### src/inc/periph_reset_pkg.sv
// Package for the peripheral reset control block: offsets, bit positions, masks.
// Assumes a 32-bit Avalon-MM register port with byte addresses.
package periph_reset_pkg;

  // ****************************************************************
  // Register map
  // ****************************************************************
  localparam int unsigned ADDR_WIDTH = 8;
  localparam logic [7:0] LOW_SPEED_BUS_UNIT_RESET_OFFSET = 8'h0C;
  localparam logic [7:0] SLOW_BUS_UNIT_RESET_OFFSET      = 8'h10;
  localparam logic [31:0] REG_RESET_VALUE                = 32'h0000_0000;
  localparam logic [31:0] UNMAPPED_READ_VALUE            = 32'h0000_0000;

  // Writable bits; reserved bits stay zero and read as zero
  localparam logic [31:0] LOW_SPEED_WRITE_MASK = 32'h0038_7FFD;
  localparam logic [31:0] SLOW_WRITE_MASK      = 32'h3E7E_C9FF;

  // ****************************************************************
  // Second-bus register fields
  // ****************************************************************
  localparam int unsigned ALT_FUNCTION_BIT = 0;
  localparam int unsigned PORT_A_BIT       = 2;
  localparam int unsigned PORT_B_BIT       = 3;
  localparam int unsigned PORT_C_BIT       = 4;
  localparam int unsigned PORT_D_BIT       = 5;
  localparam int unsigned PORT_E_BIT       = 6;
  localparam int unsigned PORT_F_BIT       = 7;
  localparam int unsigned PORT_G_BIT       = 8;
  localparam int unsigned CONVERTER_ZERO_BIT = 9;
  localparam int unsigned CONVERTER_ONE_BIT  = 10;
  localparam int unsigned TIMER_ZERO_BIT   = 11;
  localparam int unsigned SPI_ZERO_BIT     = 12;
  localparam int unsigned TIMER_SEVEN_BIT  = 13;
  localparam int unsigned SERIAL_ZERO_BIT  = 14;
  localparam int unsigned TIMER_EIGHT_BIT  = 19;
  localparam int unsigned TIMER_NINE_BIT   = 20;
  localparam int unsigned TIMER_TEN_BIT    = 21;

  // ****************************************************************
  // First-bus register fields
  // ****************************************************************
  localparam int unsigned TIMER_ONE_BIT      = 0;
  localparam int unsigned TIMER_TWO_BIT      = 1;
  localparam int unsigned TIMER_THREE_BIT    = 2;
  localparam int unsigned TIMER_FOUR_BIT     = 3;
  localparam int unsigned TIMER_FIVE_BIT     = 4;
  localparam int unsigned TIMER_SIX_BIT      = 5;
  localparam int unsigned TIMER_ELEVEN_BIT   = 6;
  localparam int unsigned TIMER_TWELVE_BIT   = 7;
  localparam int unsigned TIMER_THIRTEEN_BIT = 8;
  localparam int unsigned WINDOW_WATCHDOG_BIT = 11;
  localparam int unsigned SPI_ONE_BIT        = 14;
  localparam int unsigned SPI_TWO_BIT        = 15;
  localparam int unsigned SERIAL_ONE_BIT     = 17;
  localparam int unsigned SERIAL_TWO_BIT     = 18;
  localparam int unsigned SERIAL_THREE_BIT   = 19;
  localparam int unsigned SERIAL_FOUR_BIT    = 20;
  localparam int unsigned I2C_ZERO_BIT       = 21;
  localparam int unsigned I2C_ONE_BIT        = 22;
  localparam int unsigned CAN_ZERO_BIT       = 25;
  localparam int unsigned CAN_ONE_BIT        = 26;
  localparam int unsigned BACKUP_IF_BIT      = 27;
  localparam int unsigned POWER_CTRL_BIT     = 28;
  localparam int unsigned DAC_UNIT_BIT       = 29;

  // ****************************************************************
  // Bus answer state
  // ****************************************************************
  typedef enum logic [0:0] {BUS_IDLE, BUS_DONE} bus_state_type;

endpackage

### src/rtl/reset_word_reg.sv
// One byte-enabled reset-request word with a mask of writable bits.
// Assumes the caller decodes the address and gives a one-cycle write strobe.
`timescale 1ns/1ps
module reset_word_reg #(
  parameter logic [31:0] WRITE_MASK = 32'hFFFF_FFFF
) (
  input  wire logic        clk_sys,
  input  wire logic        rstSync_n,
  input  wire logic        writeStrobe,
  input  wire logic [3:0]  byteEnable,
  input  wire logic [31:0] writeData,
  output logic      [31:0] value
);

  logic [31:0] word_q;
  logic [31:0] word_d;

  // Each enabled byte lane replaced whole; reserved bits forced to zero
  always_comb
  begin
    word_d = word_q;
    if (writeStrobe)
    begin
      for (int i = 0; i < 4; i++)
      begin
        if (byteEnable[i])
        begin
          word_d[i*8 +: 8] = writeData[i*8 +: 8] & WRITE_MASK[i*8 +: 8];
        end
      end
    end
  end

  always_ff @(posedge clk_sys or negedge rstSync_n)
  begin
    if (!rstSync_n)
    begin
      word_q <= periph_reset_pkg::REG_RESET_VALUE;
    end
    else
    begin
      word_q <= word_d;
    end
  end

  assign value = word_q;

  // Only a write may change the stored word
  property p_hold_without_write;
    @(posedge clk_sys) disable iff (!rstSync_n)
    !writeStrobe |=> (word_q == $past(word_q));
  endproperty
  a_hold_without_write: assert property (p_hold_without_write) else $error("reset word changed without write");

  property p_reserved_zero;
    @(posedge clk_sys) disable iff (!rstSync_n)
    (word_q & ~WRITE_MASK) == 32'h0000_0000;
  endproperty
  a_reserved_zero: assert property (p_reserved_zero) else $error("reserved reset bit set");

endmodule

### src/rtl/peripheral_reset_control.sv
// Peripheral reset control: two reset-request registers and their reset outputs.
// Assumes an Avalon-MM master on clk_sys and peripherals taking active-high reset levels.
//
// What this block does
// - Second-bus register at 0x0C, clears on reset
// - First-bus register at 0x10, clears on reset
// - Bits change only by software writes
// - Second bus: timers ten, nine, eight, seven and zero reset bits
// - Second bus: serial, SPI, converter resets
// - Bits 8..2 reset ports G..A
// - Bit 0 alternate-function reset; bit 1 reserved
// - First bus: DAC, power, backup resets
// - First bus: CAN one and zero
// - First bus: I2C one and zero
// - First bus: serial ports four..one
// - First bus: SPI two and one
// - First bus: bit 11 window watchdog
// - First bus: bits 8..1 timers
// - First bus: bit 0 timer one
//
// Register access over Avalon-MM was chosen for this implementation.
`timescale 1ns/1ps
module peripheral_reset_control (
  input  wire logic        clk_sys,
  input  wire logic        arst_n,
  input  wire logic [7:0]  address,
  input  wire logic        read,
  input  wire logic        write,
  input  wire logic [3:0]  byteenable,
  input  wire logic [31:0] writedata,
  output logic      [31:0] readdata,
  output logic             waitrequest,
  output logic             timer_ten_reset_req,
  output logic             timer_nine_reset_req,
  output logic             timer_eight_reset_req,
  output logic             serial_zero_reset_req,
  output logic             timer_seven_reset_req,
  output logic             spi_zero_reset_req,
  output logic             timer_zero_reset_req,
  output logic             converter_one_reset_req,
  output logic             converter_zero_reset_req,
  output logic             port_g_reset_req,
  output logic             port_f_reset_req,
  output logic             port_e_reset_req,
  output logic             port_d_reset_req,
  output logic             port_c_reset_req,
  output logic             port_b_reset_req,
  output logic             port_a_reset_req,
  output logic             alt_function_reset_req,
  output logic             dac_unit_reset_req,
  output logic             power_ctrl_reset_req,
  output logic             backup_if_reset_req,
  output logic             can_one_reset_req,
  output logic             can_zero_reset_req,
  output logic             i2c_one_reset_req,
  output logic             i2c_zero_reset_req,
  output logic             serial_four_reset_req,
  output logic             serial_three_reset_req,
  output logic             serial_two_reset_req,
  output logic             serial_one_reset_req,
  output logic             spi_two_reset_req,
  output logic             spi_one_reset_req,
  output logic             window_watchdog_reset_req,
  output logic             timer_thirteen_reset_req,
  output logic             timer_twelve_reset_req,
  output logic             timer_eleven_reset_req,
  output logic             timer_six_reset_req,
  output logic             timer_five_reset_req,
  output logic             timer_four_reset_req,
  output logic             timer_three_reset_req,
  output logic             timer_two_reset_req,
  output logic             timer_one_reset_req
);

  // ****************************************************************
  // Reset release
  // ****************************************************************
  logic rstMeta_q;
  logic rstSync_n;

  always_ff @(posedge clk_sys or negedge arst_n)
  begin
    if (!arst_n)
    begin
      rstMeta_q <= 1'b0;
      rstSync_n <= 1'b0;
    end
    else
    begin
      rstMeta_q <= 1'b1;
      rstSync_n <= rstMeta_q;
    end
  end

  // ****************************************************************
  // Avalon-MM slave
  // ****************************************************************
  // Every access answers one cycle after it is seen; the idle cycle keeps
  // readdata registered so it is stable at the acceptance edge.
  periph_reset_pkg::bus_state_type busState_q;
  periph_reset_pkg::bus_state_type busState_d;
  logic [31:0] readdata_q;
  logic [31:0] readdata_d;
  logic        hitLowSpeed;
  logic        hitSlow;
  logic        writeLowSpeed;
  logic        writeSlow;
  logic [31:0] lowSpeedValue;
  logic [31:0] slowValue;

  always_comb
  begin
    hitLowSpeed = 1'b0;
    hitSlow     = 1'b0;
    if (address == periph_reset_pkg::LOW_SPEED_BUS_UNIT_RESET_OFFSET)
    begin
      hitLowSpeed = 1'b1;
    end
    else if (address == periph_reset_pkg::SLOW_BUS_UNIT_RESET_OFFSET)
    begin
      hitSlow = 1'b1;
    end
  end

  always_comb
  begin
    busState_d    = busState_q;
    readdata_d    = readdata_q;
    writeLowSpeed = 1'b0;
    writeSlow     = 1'b0;
    case (busState_q)
      periph_reset_pkg::BUS_IDLE:
      begin
        if (read || write)
        begin
          busState_d = periph_reset_pkg::BUS_DONE;
          // Write lands at the same edge the master sees waitrequest low
          readdata_d = periph_reset_pkg::UNMAPPED_READ_VALUE;
          if (read && hitLowSpeed)
          begin
            readdata_d = lowSpeedValue;
          end
          else if (read && hitSlow)
          begin
            readdata_d = slowValue;
          end
        end
      end
      periph_reset_pkg::BUS_DONE:
      begin
        busState_d    = periph_reset_pkg::BUS_IDLE;
        writeLowSpeed = write && hitLowSpeed;
        writeSlow     = write && hitSlow;
      end
      default:
      begin
        busState_d = periph_reset_pkg::BUS_IDLE;
      end
    endcase
  end

  always_ff @(posedge clk_sys or negedge rstSync_n)
  begin
    if (!rstSync_n)
    begin
      busState_q <= periph_reset_pkg::BUS_IDLE;
      readdata_q <= periph_reset_pkg::UNMAPPED_READ_VALUE;
    end
    else
    begin
      busState_q <= busState_d;
      readdata_q <= readdata_d;
    end
  end

  assign waitrequest = (busState_q != periph_reset_pkg::BUS_DONE);
  assign readdata    = readdata_q;

  // ****************************************************************
  // Reset-request registers
  // ****************************************************************
  // Reserved bits are masked off, so a careless write cannot reach them
  reset_word_reg #(
    .WRITE_MASK (periph_reset_pkg::LOW_SPEED_WRITE_MASK)
  ) u_low_speed_reg (
    .clk_sys     (clk_sys),
    .rstSync_n   (rstSync_n),
    .writeStrobe (writeLowSpeed),
    .byteEnable  (byteenable),
    .writeData   (writedata),
    .value       (lowSpeedValue)
  );

  reset_word_reg #(
    .WRITE_MASK (periph_reset_pkg::SLOW_WRITE_MASK)
  ) u_slow_reg (
    .clk_sys     (clk_sys),
    .rstSync_n   (rstSync_n),
    .writeStrobe (writeSlow),
    .byteEnable  (byteenable),
    .writeData   (writedata),
    .value       (slowValue)
  );

  // ****************************************************************
  // Reset outputs, straight from register bits
  // ****************************************************************
  assign timer_ten_reset_req      = lowSpeedValue[periph_reset_pkg::TIMER_TEN_BIT];
  assign timer_nine_reset_req     = lowSpeedValue[periph_reset_pkg::TIMER_NINE_BIT];
  assign timer_eight_reset_req    = lowSpeedValue[periph_reset_pkg::TIMER_EIGHT_BIT];
  assign timer_seven_reset_req    = lowSpeedValue[periph_reset_pkg::TIMER_SEVEN_BIT];
  assign timer_zero_reset_req     = lowSpeedValue[periph_reset_pkg::TIMER_ZERO_BIT];
  assign serial_zero_reset_req    = lowSpeedValue[periph_reset_pkg::SERIAL_ZERO_BIT];
  assign spi_zero_reset_req       = lowSpeedValue[periph_reset_pkg::SPI_ZERO_BIT];
  assign converter_one_reset_req  = lowSpeedValue[periph_reset_pkg::CONVERTER_ONE_BIT];
  assign converter_zero_reset_req = lowSpeedValue[periph_reset_pkg::CONVERTER_ZERO_BIT];
  assign port_g_reset_req         = lowSpeedValue[periph_reset_pkg::PORT_G_BIT];
  assign port_f_reset_req         = lowSpeedValue[periph_reset_pkg::PORT_F_BIT];
  assign port_e_reset_req         = lowSpeedValue[periph_reset_pkg::PORT_E_BIT];
  assign port_d_reset_req         = lowSpeedValue[periph_reset_pkg::PORT_D_BIT];
  assign port_c_reset_req         = lowSpeedValue[periph_reset_pkg::PORT_C_BIT];
  assign port_b_reset_req         = lowSpeedValue[periph_reset_pkg::PORT_B_BIT];
  assign port_a_reset_req         = lowSpeedValue[periph_reset_pkg::PORT_A_BIT];
  assign alt_function_reset_req   = lowSpeedValue[periph_reset_pkg::ALT_FUNCTION_BIT];

  assign dac_unit_reset_req        = slowValue[periph_reset_pkg::DAC_UNIT_BIT];
  assign power_ctrl_reset_req      = slowValue[periph_reset_pkg::POWER_CTRL_BIT];
  assign backup_if_reset_req       = slowValue[periph_reset_pkg::BACKUP_IF_BIT];
  assign can_one_reset_req         = slowValue[periph_reset_pkg::CAN_ONE_BIT];
  assign can_zero_reset_req        = slowValue[periph_reset_pkg::CAN_ZERO_BIT];
  assign i2c_one_reset_req         = slowValue[periph_reset_pkg::I2C_ONE_BIT];
  assign i2c_zero_reset_req        = slowValue[periph_reset_pkg::I2C_ZERO_BIT];
  assign serial_four_reset_req     = slowValue[periph_reset_pkg::SERIAL_FOUR_BIT];
  assign serial_three_reset_req    = slowValue[periph_reset_pkg::SERIAL_THREE_BIT];
  assign serial_two_reset_req      = slowValue[periph_reset_pkg::SERIAL_TWO_BIT];
  assign serial_one_reset_req      = slowValue[periph_reset_pkg::SERIAL_ONE_BIT];
  assign spi_two_reset_req         = slowValue[periph_reset_pkg::SPI_TWO_BIT];
  assign spi_one_reset_req         = slowValue[periph_reset_pkg::SPI_ONE_BIT];
  assign window_watchdog_reset_req = slowValue[periph_reset_pkg::WINDOW_WATCHDOG_BIT];
  assign timer_thirteen_reset_req  = slowValue[periph_reset_pkg::TIMER_THIRTEEN_BIT];
  assign timer_twelve_reset_req    = slowValue[periph_reset_pkg::TIMER_TWELVE_BIT];
  assign timer_eleven_reset_req    = slowValue[periph_reset_pkg::TIMER_ELEVEN_BIT];
  assign timer_six_reset_req       = slowValue[periph_reset_pkg::TIMER_SIX_BIT];
  assign timer_five_reset_req      = slowValue[periph_reset_pkg::TIMER_FIVE_BIT];
  assign timer_four_reset_req      = slowValue[periph_reset_pkg::TIMER_FOUR_BIT];
  assign timer_three_reset_req     = slowValue[periph_reset_pkg::TIMER_THREE_BIT];
  assign timer_two_reset_req       = slowValue[periph_reset_pkg::TIMER_TWO_BIT];
  assign timer_one_reset_req       = slowValue[periph_reset_pkg::TIMER_ONE_BIT];

  // ****************************************************************
  // Checks
  // ****************************************************************
  property p_low_speed_reset_clear;
    @(posedge clk_sys) $rose(rstSync_n) |-> (lowSpeedValue == 32'h0000_0000);
  endproperty
  a_low_speed_reset_clear: assert property (p_low_speed_reset_clear) else $error("second-bus reg not clear");

  property p_slow_reset_clear;
    @(posedge clk_sys) $rose(rstSync_n) |-> (slowValue == 32'h0000_0000);
  endproperty
  a_slow_reset_clear: assert property (p_slow_reset_clear) else $error("first-bus reg not clear");

  property p_answer_one_cycle;
    @(posedge clk_sys) disable iff (!rstSync_n)
    ((read || write) && waitrequest) |=> !waitrequest;
  endproperty
  a_answer_one_cycle: assert property (p_answer_one_cycle) else $error("no answer after one wait cycle");

  property p_write_low_speed;
    @(posedge clk_sys) disable iff (!rstSync_n)
    (write && !waitrequest && hitLowSpeed && byteenable == 4'hF)
      |=> (lowSpeedValue == ($past(writedata) & periph_reset_pkg::LOW_SPEED_WRITE_MASK));
  endproperty
  a_write_low_speed: assert property (p_write_low_speed) else $error("second-bus write lost");

  property p_timer_ten_level;
    @(posedge clk_sys) disable iff (!rstSync_n)
    timer_ten_reset_req == lowSpeedValue[21];
  endproperty
  a_timer_ten_level: assert property (p_timer_ten_level) else $error("timer ten reset mismatch");

  property p_port_a_level;
    @(posedge clk_sys) disable iff (!rstSync_n)
    (port_a_reset_req == lowSpeedValue[2]) && (port_g_reset_req == lowSpeedValue[8]);
  endproperty
  a_port_a_level: assert property (p_port_a_level) else $error("port reset mismatch");

  property p_reserved_bit_one;
    @(posedge clk_sys) disable iff (!rstSync_n)
    lowSpeedValue[1] == 1'b0;
  endproperty
  a_reserved_bit_one: assert property (p_reserved_bit_one) else $error("reserved bit 1 set");

  property p_watchdog_level;
    @(posedge clk_sys) disable iff (!rstSync_n)
    window_watchdog_reset_req == slowValue[11];
  endproperty
  a_watchdog_level: assert property (p_watchdog_level) else $error("watchdog reset mismatch");

  property p_write_slow_reaches_output;
    @(posedge clk_sys) disable iff (!rstSync_n)
    (write && !waitrequest && hitSlow && byteenable[0])
      |=> (timer_one_reset_req == $past(writedata[0]));
  endproperty
  a_write_slow_reaches_output: assert property (p_write_slow_reaches_output) else $error("timer one reset wrong");

  property p_read_returns_value;
    @(posedge clk_sys) disable iff (!rstSync_n)
    (read && !waitrequest && hitSlow) |-> (readdata == slowValue);
  endproperty
  a_read_returns_value: assert property (p_read_returns_value) else $error("read data mismatch");

endmodule

### config.mk
export PLATFORM = sky130hd
export DESIGN_NAME = peripheral_reset_control
export DESIGN_NICKNAME = d
export VERILOG_FILES = /design/src/inc/periph_reset_pkg.sv /design/src/rtl/reset_word_reg.sv /design/src/rtl/peripheral_reset_control.sv
export SDC_FILE = /design/constraint.sdc
export NUM_CORES = 1
export LEC_CHECK = 0
export ABC_AREA = 1
export BUFFER_PORTS_ARGS = -buffer_cell sky130_fd_sc_hd__buf_2
export CORE_MARGIN = 1
export CORE_UTILIZATION = 30
export CTS_BUF_LIST = sky130_fd_sc_hd__clkbuf_8 sky130_fd_sc_hd__clkbuf_16
export CTS_CLUSTER_DIAMETER = 150
export DETAILED_ROUTE_END_ITERATION = 8
export GPL_ROUTABILITY_DRIVEN = 1
export PLACE_DENSITY_LB_ADDON = 0.2
export SLEW_MARGIN = 20
export SYNTH_ARGS = -nofsm -noshare
export SYNTH_HDL_FRONTEND = slang
export SYNTH_SLANG_ARGS = --single-unit
### constraint.sdc
create_clock -name clk_sys -period 3.15 [get_ports clk_sys]
set_clock_uncertainty 0.05 [all_clocks]
set_input_delay 0.315 -clock clk_sys [delete_from_list [all_inputs] [get_ports clk_sys]]
set_output_delay 0.315 -clock clk_sys [all_outputs]
set_load 0.02 [all_outputs]
Word-level counts from Yosys, hierarchy flattened

Cells that the tools add are included.
Widths: inputs -> output; s select.

Muxes and demuxes: 9
Bitwise logic cells: 1
Eq/ne operators: 2
Reduce and logical (&&, ||, !) cells: 13

Operator list:

| kind               | count |
|---|---|
| $mux 30            | 2 |
| $reduce_and 2->1   | 8 |
| $eq 8x4->1 const B | 1 |
| $eq 8x5->1 const B | 1 |
| $mux 1             | 6 |
| $logic_and 1x1->1  | 4 |
| $pmux 1 s2         | 1 |
| $logic_or 1x1->1   | 1 |
| $not 1->1          | 1 |

Output and inout port bits: 73
Logic and storage cells: 36
Input port bits: 48
Register bits: 75

Logic depth before layout (Yosys ltp)

Gate-level depths: netlist of the first run.

Depth after elaboration: 6
Mapped depth: 9
Gate-level depth less buffers: 8

Modules after synthesis

Synthesis of the first run repeated with hierarchy kept, for this count alone.

Cells, all modules: 469
Area, all modules: 3732.3 um^2

Modules (own cells, without submodules):

| module                           | cells an instance | area an instance (um^2) | times used | seq. area each (um^2) |
|---|---|---|---|---|
| peripheral_reset_control         | 268               | 1951.9                  | 1          | 875.8 |
| reset_word_reg (u_slow_reg)      | 110               | 987.2                   | 1          | 575.6 |
| reset_word_reg (u_low_speed_reg) | 91                | 793.3                   | 1          | 425.4 |

Least setup slack after synthesis of the first run

Ideal clock, no wire load.

Path type: input -> register
From: input address[1]
To: register u_low_speed_reg.word_q[4], in the netlist u_low_speed_reg.value[4]
Path buffers: 1
Stages: 7
Slack: 1.902 ns
Arrival time: 1.080 ns
Library setup time: 0.118 ns
Required time: 2.982 ns
Path through: nor2_4 -> nand2_4 -> nor2_8 -> nand3_4 -> buf_6 -> nand2_1 -> o21ai_2

Longest elaborated chain between the ends: 5

RTL lines:

| item                       | line                            | text |
|---|---|---|
| from (decl)                | peripheral_reset_control.sv:26  | `input wire logic [7:0] address,` |
| $eq 8x4->1                 | peripheral_reset_control.sv:115 | `if (address == periph_reset_pkg::LOW_SPEED_BUS_UNIT_RESET_OFFSET)` |
| $mux 1                     | peripheral_reset_control.sv:115 |  |
| $logic_and 1x1->1          | peripheral_reset_control.sv:152 | `writeLowSpeed = write && hitLowSpeed;` |
| $mux 1                     | peripheral_reset_control.sv:131 | `case (busState_q)` |
| $reduce_and 2->1 (no line) | --                              |  |
| to (signal assigned)       | reset_word_reg.sv:38            | `word_q <= periph_reset_pkg::REG_RESET_VALUE;` |
| to (signal assigned)       | reset_word_reg.sv:42            | `word_q <= word_d;` |
| to (decl)                  | reset_word_reg.sv:15            | `logic [31:0] word_q;` |

Every way passes these cells.
A chain may end at the register's enable or synchronous reset.

Worst setup path in the final report of the first run

From: register busState_q
To: register readdata_q[29], in the netlist readdata[29]

Longest elaborated chain between the ends: 2

RTL lines:

| item                       | line                            | text |
|---|---|---|
| from (decl)                | peripheral_reset_control.sv:100 | `periph_reset_pkg::bus_state_type busState_q;` |
| from (signal assigned)     | peripheral_reset_control.sv:166 | `busState_q <= periph_reset_pkg::BUS_IDLE;` |
| from (signal assigned)     | peripheral_reset_control.sv:171 | `busState_q <= busState_d;` |
| $not 1->1 (no line)        | --                              |  |
| $reduce_and 2->1 (no line) | --                              |  |
| to (signal assigned)       | peripheral_reset_control.sv:167 | `readdata_q <= periph_reset_pkg::UNMAPPED_READ_VALUE;` |
| to (signal assigned)       | peripheral_reset_control.sv:172 | `readdata_q <= readdata_d;` |
| to (decl)                  | peripheral_reset_control.sv:102 | `logic [31:0] readdata_q;` |

Every way passes these cells.

==> results of run 1 <==
-- state kept, by name (all words and copies together), names as in the netlist --
signal                 count
u_slow_reg.value          23
readdata                  27
u_low_speed_reg.value     17
rstSync_n                  1
rstMeta_q                  1
busState_q                 1
-- synth_stat cells --
| cell | count | area [um^2] |
|---|---|---|
| inv_1 | 30 | 113 |
| buf_6 | 5 | 56.3 |
| nand3_4 | 3 | 52.6 |
| nor2_2 | 1 | 6.26 |
| nand3_1 | 26 | 130 |
| nand2_2 | 5 | 31.3 |
| dfrtp_1 | 70 | 1750 |
| nand3_2 | 4 | 40.0 |
| nand2_1 | 123 | 462 |
| nand2_4 | 1 | 11.3 |
| nor2_8 | 2 | 40.0 |
| nor2_1 | 5 | 18.8 |
| inv_2 | 1 | 3.75 |
| o21ai_2 | 28 | 245 |
| conb_1 | 2 | 7.51 |
| clkbuf_1 | 2 | 7.51 |
| nor2_4 | 2 | 22.5 |
| buf_2 | 5 | 25.0 |
| buf_4 | 7 | 52.6 |
| o21ai_1 | 5 | 25.0 |
| clkinv_1 | 1 | 3.75 |
| o21ai_0 | 21 | 105 |
-- cell families (layout without fill, tap and decap cells) --
logic type             Yosys count  after routing  share of synthesized area
buffers and inverters           51            162                     0.0814
other                            2              6                    0.00234
AOI/OAI and AO/OA               54             54                      0.117
DFF                             70             70                      0.546
and+or+nand+nor                172            172                      0.254
-- critical path, delay by kind of cell, from the launching register on --
kind / cells / cell delay [ns]
AO/OA/AOI/OAI: 1 / 0.08
buffers and inverters: 2 / 0.69
flip-flops: 1 / 0.40
AND/OR/NAND/NOR: 2 / 0.20
-- stage by stage --
stage / power, mW / worst slack, ns / utilization
6_report: 1.80 / 1.60 / 0.390
4_1_cts: 1.83 / 1.54 / 0.390
3_3_place_gp: 1.09 / 1.47 / 0.370
2_1_floorplan: 1.03 / 1.01 / -
3_5_place_dp: 1.09 / 1.45 / 0.370
5_1_grt: 1.89 / 1.46 / 0.390
-- layout make-up --
class,instances,area (um^2)
Clock buffer,10,138
Clock inverter,6,62.6
Timing Repair Buffer,114,583
Sequential cell,70,1760
Tap cell,136,170
Inverter,32,120
Multi-Input combinational cell,232,1210
Fill cell,1148,6330
-- per-layer routing --
layer / vias up / wire length (um)
met4: 0 / 106
met2: 78 / 3760
met5: - / 0
li1: 1306 / -
met3: 9 / 494
met1: 1201 / 3430
-- power by group through the flow --
stage / clock [mW] / combinational [mW] / sequential, mW
2_1_floorplan: 0 / 0.0748 / 0.954
3_3_place_gp: 0 / 0.138 / 0.951
3_5_place_dp: 0 / 0.139 / 0.952
4_1_cts: 0.753 / 0.140 / 0.934
5_1_grt: 0.797 / 0.151 / 0.938
6_report: 0.729 / 0.137 / 0.932
-- worst min path at each step --
stage | from | to | cells after the start
after floorplan | arst_n | rstMeta_q$_DFF_PN0_ | 0
after global placement | arst_n | rstMeta_q$_DFF_PN0_ | 1
after detailed placement | arst_n | rstMeta_q$_DFF_PN0_ | 1
after CTS | writedata[28] | u_slow_reg.value[28]$_DFFE_PN0P_ | 3
after global routing | writedata[18] | u_slow_reg.value[18]$_DFFE_PN0P_ | 3
final | writedata[28] | u_slow_reg.value[28]$_DFFE_PN0P_ | 3
==> results.cfg, run 1 <==
[status]
outcome = complete, no violations

[power]
ir_drop_mv = 0.176
p_per_area_mw_per_mm2 = 445
power.static_leakage_nw = 2.29
intPower_mw = 1.34
clockPowerShare = 0.405
power.share.combinational = 0.076
sw_frac_of_total = 0.257
p_switching_mw = 0.462
p_seq_frac = 0.518

[worst_setup_path]
worstSetupEndpointType = flip-flop
reg2reg_from = busState_q$_DFF_PN0_
critical_path_class = flip-flop to flip-flop
regToRegSetupSlack_ns = 1.60
timing.rr.end = readdata[29]$_DFFE_PN0P_
startpoint_type = flip-flop
cp_slowest_cell = dfrtp_1
worst_ep_arrival_time_ns = 1.71
path_max_fanout = 15
required_ns = 3.31
cp-startpoint = busState_q$_DFF_PN0_
crit_end = readdata[29]$_DFFE_PN0P_
cpPeakStageDelay_ns = 0.40
reg2regPathDepth = 5
path_cells = nor2_2, clkinv_1, buf_4, nand2_1, o21ai_0

[layout]
drive_gt1_frac = 0.381
layout_commonest_cell = nand2_1
final_nets = 507
instances_no_fill = 600
area_growth_pct = 26.0
most-common-layout-cells = nand2_1, buf_2, dfrtp_1, inv_1, o21ai_2
final_area_mm2 = 0.00404
diodes = 0

[logic_synthesis]
synth_cells = 349
netlist_area_mm2 = 0.00321
ys_ff_latch = 70
syn_avg_cell_area_um2 = 9.20
synth_cell_types = 22
ys_seq_area_frac = 0.546
yosys_warnings = 0

[clock_network]
clk_path_buf_depth = 2
cts-htree-levels = 3
clockRootBuffer = clkbuf_8
cts.hold.buffers_added = 1
postCtsSetupBuffers = 0
clk_pin_slew_ns = 0.08
cts_tree = yes
cts_buffers = 9
clk_latency_ns = 0.34
cts-resized-gates = 0
cts_sinks = 70

[timing]
fin_crit_ns = 1.55
setup_violations = 0
max_slew_margin = 0.403
max_freq_mhz = 645
tns_ns = 0
hold_viol = 0
whs_ns = 0.150
tightest_slew_ns = 0.896
slew_violations = 0
rsz0062_at_grt = false
post-route-period-util = 0.492

[flow_run]
maxCapViolations = 0

[global_route]
grt.met1_usage = 0.191
grt_start_max_net_pins = 69
grt_pass1_wl_um = 12800
use_met2 = 0.242
grt.busiest_layer = met2
grt_pass1_vias = 2520
antenna_found_initial = 0
grt_overflow = 0
grt.met3_usage = 0.0458
grt_usage = 0.150

[die]
rows = 37
die_y_um = 105
die_area_mm2 = 0.0111
die_w_um = 105
initial_utilization = 0.310
core-area_mm2 = 0.0104
io-pin-count = 121

[min_path]
min_path_type = input pin to flip-flop

[detailed_routing]
vias = 2594
viasPerCell = 4.32
first_iter_violations = 112
totalWireLength_um = 7790
postRouteAntennaNets = 0
drc = 0
first_pass_iters = 4
wire_per_inst_um = 13.0

[placed_design]
gp_congestion = 0.695
placed_cell_area_mm2 = 0.00383
dp_cells = 583
place_hpwl_um = 5440
portBuffers = 110
(Power assumes the default switching activity.)
==> run 2: changes to the inputs <==
==> constraint.sdc (replaced) <==
create_clock -name clk_sys -period 1.5 [get_ports clk_sys]
set_clock_uncertainty 0.05 [all_clocks]
set_input_delay 0.15 -clock clk_sys [delete_from_list [all_inputs] [get_ports clk_sys]]
set_output_delay 0.15 -clock clk_sys [all_outputs]
set_load 0.02 [all_outputs]
==> results.cfg, run 2 (synthesis results as in run 1) <==
[worst_setup_path]
reg2regPathDepth = 5
path_max_fanout = 16
cp_slowest_cell = dfrtp_1
path_buf_inv = 1
worstSetupEndpointType = flip-flop
required_ns = 1.68
startpoint_type = flip-flop
path_cells = nand2_1, inv_2, nand3_4, nand2_1, o21ai_2
cp.depth = 5
worst_ep_arrival_time_ns = 1.48
cpPeakStageDelay_ns = 0.38
crit_top_cell = nand2_1
critical_path_class = flip-flop to flip-flop
crit_family = simple AND/OR/NAND/NOR gates

[timing]
setup_ws_ns = 0.192
hold_viol = 0
post-route-period-util = 0.872
fin_crit_ns = 1.31
rsz0062_at_grt = false
max_freq_mhz = 765
setup_violations = 0
tns_ns = 0
slew_violations = 0

[layout]
layout_commonest_cell = nand2_1
num-fill-cells = 1073
largest_reg_flops = 27
diodes = 0
most-common-layout-cells = nand2_1, buf_2, dfrtp_1, inv_1, o21ai_2
drive_gt1_frac = 0.380
final_nets = 527
area_growth_pct = 32.3

[die]
initial_utilization = 0.310
die_w_um = 105
die_y_um = 105
io-pin-count = 121
core-area_mm2 = 0.0104
rows = 37
die_area_mm2 = 0.0111

[detailed_routing]
postRouteAntennaNets = 0
totalWireLength_um = 8070
vias = 2681
wire_per_inst_um = 13.0
first_iter_violations = 118
first_pass_iters = 4
viasPerCell = 4.32
drc = 0

[global_route]
grt_pass1_vias = 2638
grt_usage = 0.155
grt_pass1_wl_um = 13300
grt_start_max_net_pins = 69
grt_overflow = 0
antenna_found_initial = 0

[clock_network]
cts_tree = yes
clk_latency_ns = 0.34
clk_path_buf_depth = 2
cts_sinks = 70
cts-resized-gates = 0
clockRootBuffer = clkbuf_8
cts_buffers = 9
cts-htree-levels = 3
clk_pin_slew_ns = 0.07

[placed_design]
portBuffers = 110
place_hpwl_um = 5690
dp_slack_ns = 0.137
gp_congestion = 0.731

[min_path]
min_path_cells = 3
min_path_type = input pin to flip-flop

[power]
power.static_leakage_nw = 2.41
p_per_area_mw_per_mm2 = 930
power.share.combinational = 0.091
p_switching_mw = 0.956
ir_drop_mv = 0.421
clockPowerShare = 0.422
sw_frac_of_total = 0.242
intPower_mw = 3.00
p_seq_frac = 0.487

[status]
outcome = complete, no violations

[flow_run]
maxCapViolations = 0
==> run 2: cell count changes in the layout (fill, tap and decap cells not counted), sizes merged <==
cell / delta
clkinvlp: -2
inv: +1
buf: +8
bufinv: +1
dlygate4sd3: +12
==> run 2: worst paths after layout <==
path / from / to / slack, ns
max: busState_q$_DFF_PN0_ / u_slow_reg.value[7]$_DFFE_PN0P_ / 0.19
min: writedata[14] / u_low_speed_reg.value[14]$_DFFE_PN0P_ / 0.01
max reg2reg: busState_q$_DFF_PN0_ / u_slow_reg.value[7]$_DFFE_PN0P_ / 0.19
min reg2reg: rstSync_n$_DFF_PN0_ / readdata[20]$_DFFE_PN0P_ / 0.21
max in group asynchronous: rstSync_n$_DFF_PN0_ / readdata[6]$_DFFE_PN0P_ / 0.84
min in group asynchronous: arst_n / rstSync_n$_DFF_PN0_ / 0.06
==> run 2: layout make-up <==
class | instances | area, um^2 | area share
flip-flops and latches | 70 | 1750 | 0.413
multi-input cells | 232 | 1210 | 0.286
repair buffers | 134 | 776 | 0.183
well taps | 136 | 170 | 0.0400
clock buffers | 10 | 138 | 0.0324
inverters | 32 | 120 | 0.0283
clock inverters | 6 | 77.6 | 0.0183
==> run 2: power groups by stage <==
stage,clock network [mW],logic (mW),registers (mW)
6_report,1.67,0.360,1.92
3_5_place_dp,0,0.341,1.96
4_1_cts,1.71,0.368,1.92
2_1_floorplan,0,0.157,2.00
5_1_grt,1.79,0.399,1.93
3_3_place_gp,0,0.337,1.96
==> run 2: worst reg2reg max path, cell delays in order (launching register included) <==
cell,delay (ns)
dfrtp_1,0.38
nand2_1,0.07
inv_2,0.21
nand3_4,0.27
nand2_1,0.16
o21ai_2,0.06
==> run 2: routing by layer <==
metal | up-vias | global-route usage | routed length [um]
li1 | 1354 | - | -
met1 | 1242 | 0.196 | 3820
met2 | 76 | 0.259 | 3800
met3 | 9 | 0.0309 | 330
met4 | 0 | 0.0644 | 116
met5 | - | 0 | 0
==> run 2: stage by stage <==
| step | instances | util | instance area [um^2] | total power, mW | hold slack, ns |
|---|---|---|---|---|---|
| floorplan | 353 | - | 3230 | 2.16 | -0.196 |
| global placement | 591 | 0.376 | 3900 | 2.30 | -0.115 |
| detailed placement | 591 | 0.376 | 3900 | 2.30 | -0.114 |
| CTS | 620 | 0.410 | 4250 | 4.01 | 0.00144 |
| global route | 620 | 0.410 | 4250 | 4.12 | 0.00409 |
| finish | 620 | 0.410 | 4250 | 3.95 | 0.0146 |
==> run 2: repair_timing <==
action / 4_1_cts / 5_1_grt
hold buffers: 13 / 0
setup endpoints to repair: 0 / 0
setup buffers: 0 / 0
endpoints found under the hold margin: 14 / 0
==> run 3: changes to the inputs <==
--- a/config.mk
+++ b/config.mk
@@ -7,12 +7,14 @@
 export LEC_CHECK = 0
 export ABC_AREA = 1
 export BUFFER_PORTS_ARGS = -buffer_cell sky130_fd_sc_hd__buf_2
+export CORE_ASPECT_RATIO = 0.75
 export CORE_MARGIN = 1
 export CORE_UTILIZATION = 30
 export CTS_BUF_LIST = sky130_fd_sc_hd__clkbuf_8 sky130_fd_sc_hd__clkbuf_16
 export CTS_CLUSTER_DIAMETER = 150
 export DETAILED_ROUTE_END_ITERATION = 8
 export GPL_ROUTABILITY_DRIVEN = 1
+export GPL_TIMING_DRIVEN = 1
 export PLACE_DENSITY_LB_ADDON = 0.2
 export SLEW_MARGIN = 20
 export SYNTH_ARGS = -nofsm -noshare
==> results.cfg, run 3 (synthesis results as in run 1) <==
[die]
initial_utilization = 0.311
io-pin-count = 121
rows = 32
die_area_mm2 = 0.0111
die_y_um = 91.6
core-area_mm2 = 0.0103
die_w_um = 121

[global_route]
grt_usage = 0.160
antenna_found_initial = 1
grt_overflow = 0
grt_pass1_wl_um = 13400
grt_start_max_net_pins = 69
grt_pass1_vias = 2638

[clock_network]
clk_path_buf_depth = 2
cts-htree-levels = 3
cts_sinks = 70
cts_tree = yes
cts_buffers = 9
clockRootBuffer = clkbuf_16
clk_pin_slew_ns = 0.05
clk_latency_ns = 0.33

[timing]
post-route-period-util = 0.863
hold_viol = 0
tns_ns = 0
slew_violations = 0
max_freq_mhz = 773
rsz0062_at_grt = false
fin_crit_ns = 1.29
whs_ns = 0.0112
setup_ws_ns = 0.206
setup_violations = 0

[power]
power_mw = 4.34
clockPowerShare = 0.477
p_switching_mw = 1.01
p_seq_frac = 0.444
power.static_leakage_nw = 2.40
p_per_area_mw_per_mm2 = 1030
sw_frac_of_total = 0.233
ir_drop_mv = 0.689
power.share.combinational = 0.079
intPower_mw = 3.33

[detailed_routing]
drc = 0
wire_per_inst_um = 13.2
viasPerCell = 4.34
totalWireLength_um = 8060
first_iter_violations = 109
vias = 2647
first_pass_iters = 4
postRouteAntennaNets = 0

[placed_design]
place_hpwl_um = 5740
portBuffers = 110
dp_slack_ns = 0.168
placed_cell_area_mm2 = 0.00390
dp_cells = 591
gp_congestion = 0.713

[worst_setup_path]
critical_path_class = flip-flop to flip-flop
startpoint_type = flip-flop
required_ns = 1.66
worstSetupEndpointType = flip-flop
worst_ep_arrival_time_ns = 1.45
reg2regPathDepth = 5
path_max_fanout = 16

[status]
outcome = complete, no violations

[layout]
largest_reg_flops = 27
most-common-layout-cells = nand2_1, buf_2, dfrtp_1, inv_1, o21ai_2
area_growth_pct = 31.6
drive_gt1_frac = 0.390
final_nets = 517
instances_no_fill = 610
diodes = 0
layout_commonest_cell = nand2_1
final_area_mm2 = 0.00423
fin_util = 0.409

[min_path]
min_path_type = input pin to flip-flop
min_path_cells = 3

[flow_run]
maxCapViolations = 0
==> run 3: cell count changes in the layout (fill, tap and decap cells not counted) <==
| cell | change |
|---|---|
| dlygate4sd3_1 | -10 |
| clkbuf_16 | +9 |
| clkbuf_8 | -9 |
| clkinv_2 | +2 |
| bufinv_16 | -1 |
| inv_1 | -1 |
==> run 3: what timing repair did <==
action / in CTS / in global routing
endpoints found under the hold margin: 4 / 0
gates resized for setup: 0 / 0
buffers inserted: 0 / 0
hold buffers: 3 / 0
==> run 3: cell type report <==
type                            instances  area, um^2
Tap cell                              136         170
Timing Repair Buffer                  124         676
Multi-Input combinational cell        232        1210
Fill cell                            1071        6100
Clock inverter                          6        53.8
Sequential cell                        70        1750
Inverter                               32         120
Clock buffer                           10         239
==> run 3: layer usage <==
layer	routed length (um)	vias to the layer above	global-route usage
li1	-	1342	-
met1	3920	1217	0.216
met2	3520	77	0.239
met3	521	9	0.0572
met4	86	2	0.0432
met5	13	-	0
==> run 3: power groups by stage <==
stage / Clock (mW) / Sequential, mW / Combinational [mW]
2_1_floorplan: 0 / 2.00 / 0.157
5_1_grt: 2.22 / 1.93 / 0.385
3_3_place_gp: 0 / 1.96 / 0.342
4_1_cts: 2.14 / 1.93 / 0.353
6_report: 2.07 / 1.93 / 0.344
3_5_place_dp: 0 / 1.96 / 0.346
==> run 3: path summary, 6_finish.rpt <==
check	start	endpoint	slack, ns
setup / recovery	busState_q$_DFF_PN0_	u_slow_reg.value[3]$_DFFE_PN0P_	0.21
hold / removal	writedata[27]	u_slow_reg.value[27]$_DFFE_PN0P_	0.01
setup reg to reg	busState_q$_DFF_PN0_	u_slow_reg.value[3]$_DFFE_PN0P_	0.21
hold reg to reg	rstSync_n$_DFF_PN0_	u_low_speed_reg.value[13]$_DFFE_PN0P_	0.24
max in group asynchronous	rstSync_n$_DFF_PN0_	u_slow_reg.value[20]$_DFFE_PN0P_	0.87
min in group asynchronous	arst_n	rstMeta_q$_DFF_PN0_	0.09
==> run 3: worst max-delay path: stages (launching register included) <==
cell and delay [ns]:
dfrtp_1 0.37, nand2_1 0.08, inv_2 0.21, nand3_4 0.26
nand2_1 0.15, o21ai_2 0.06
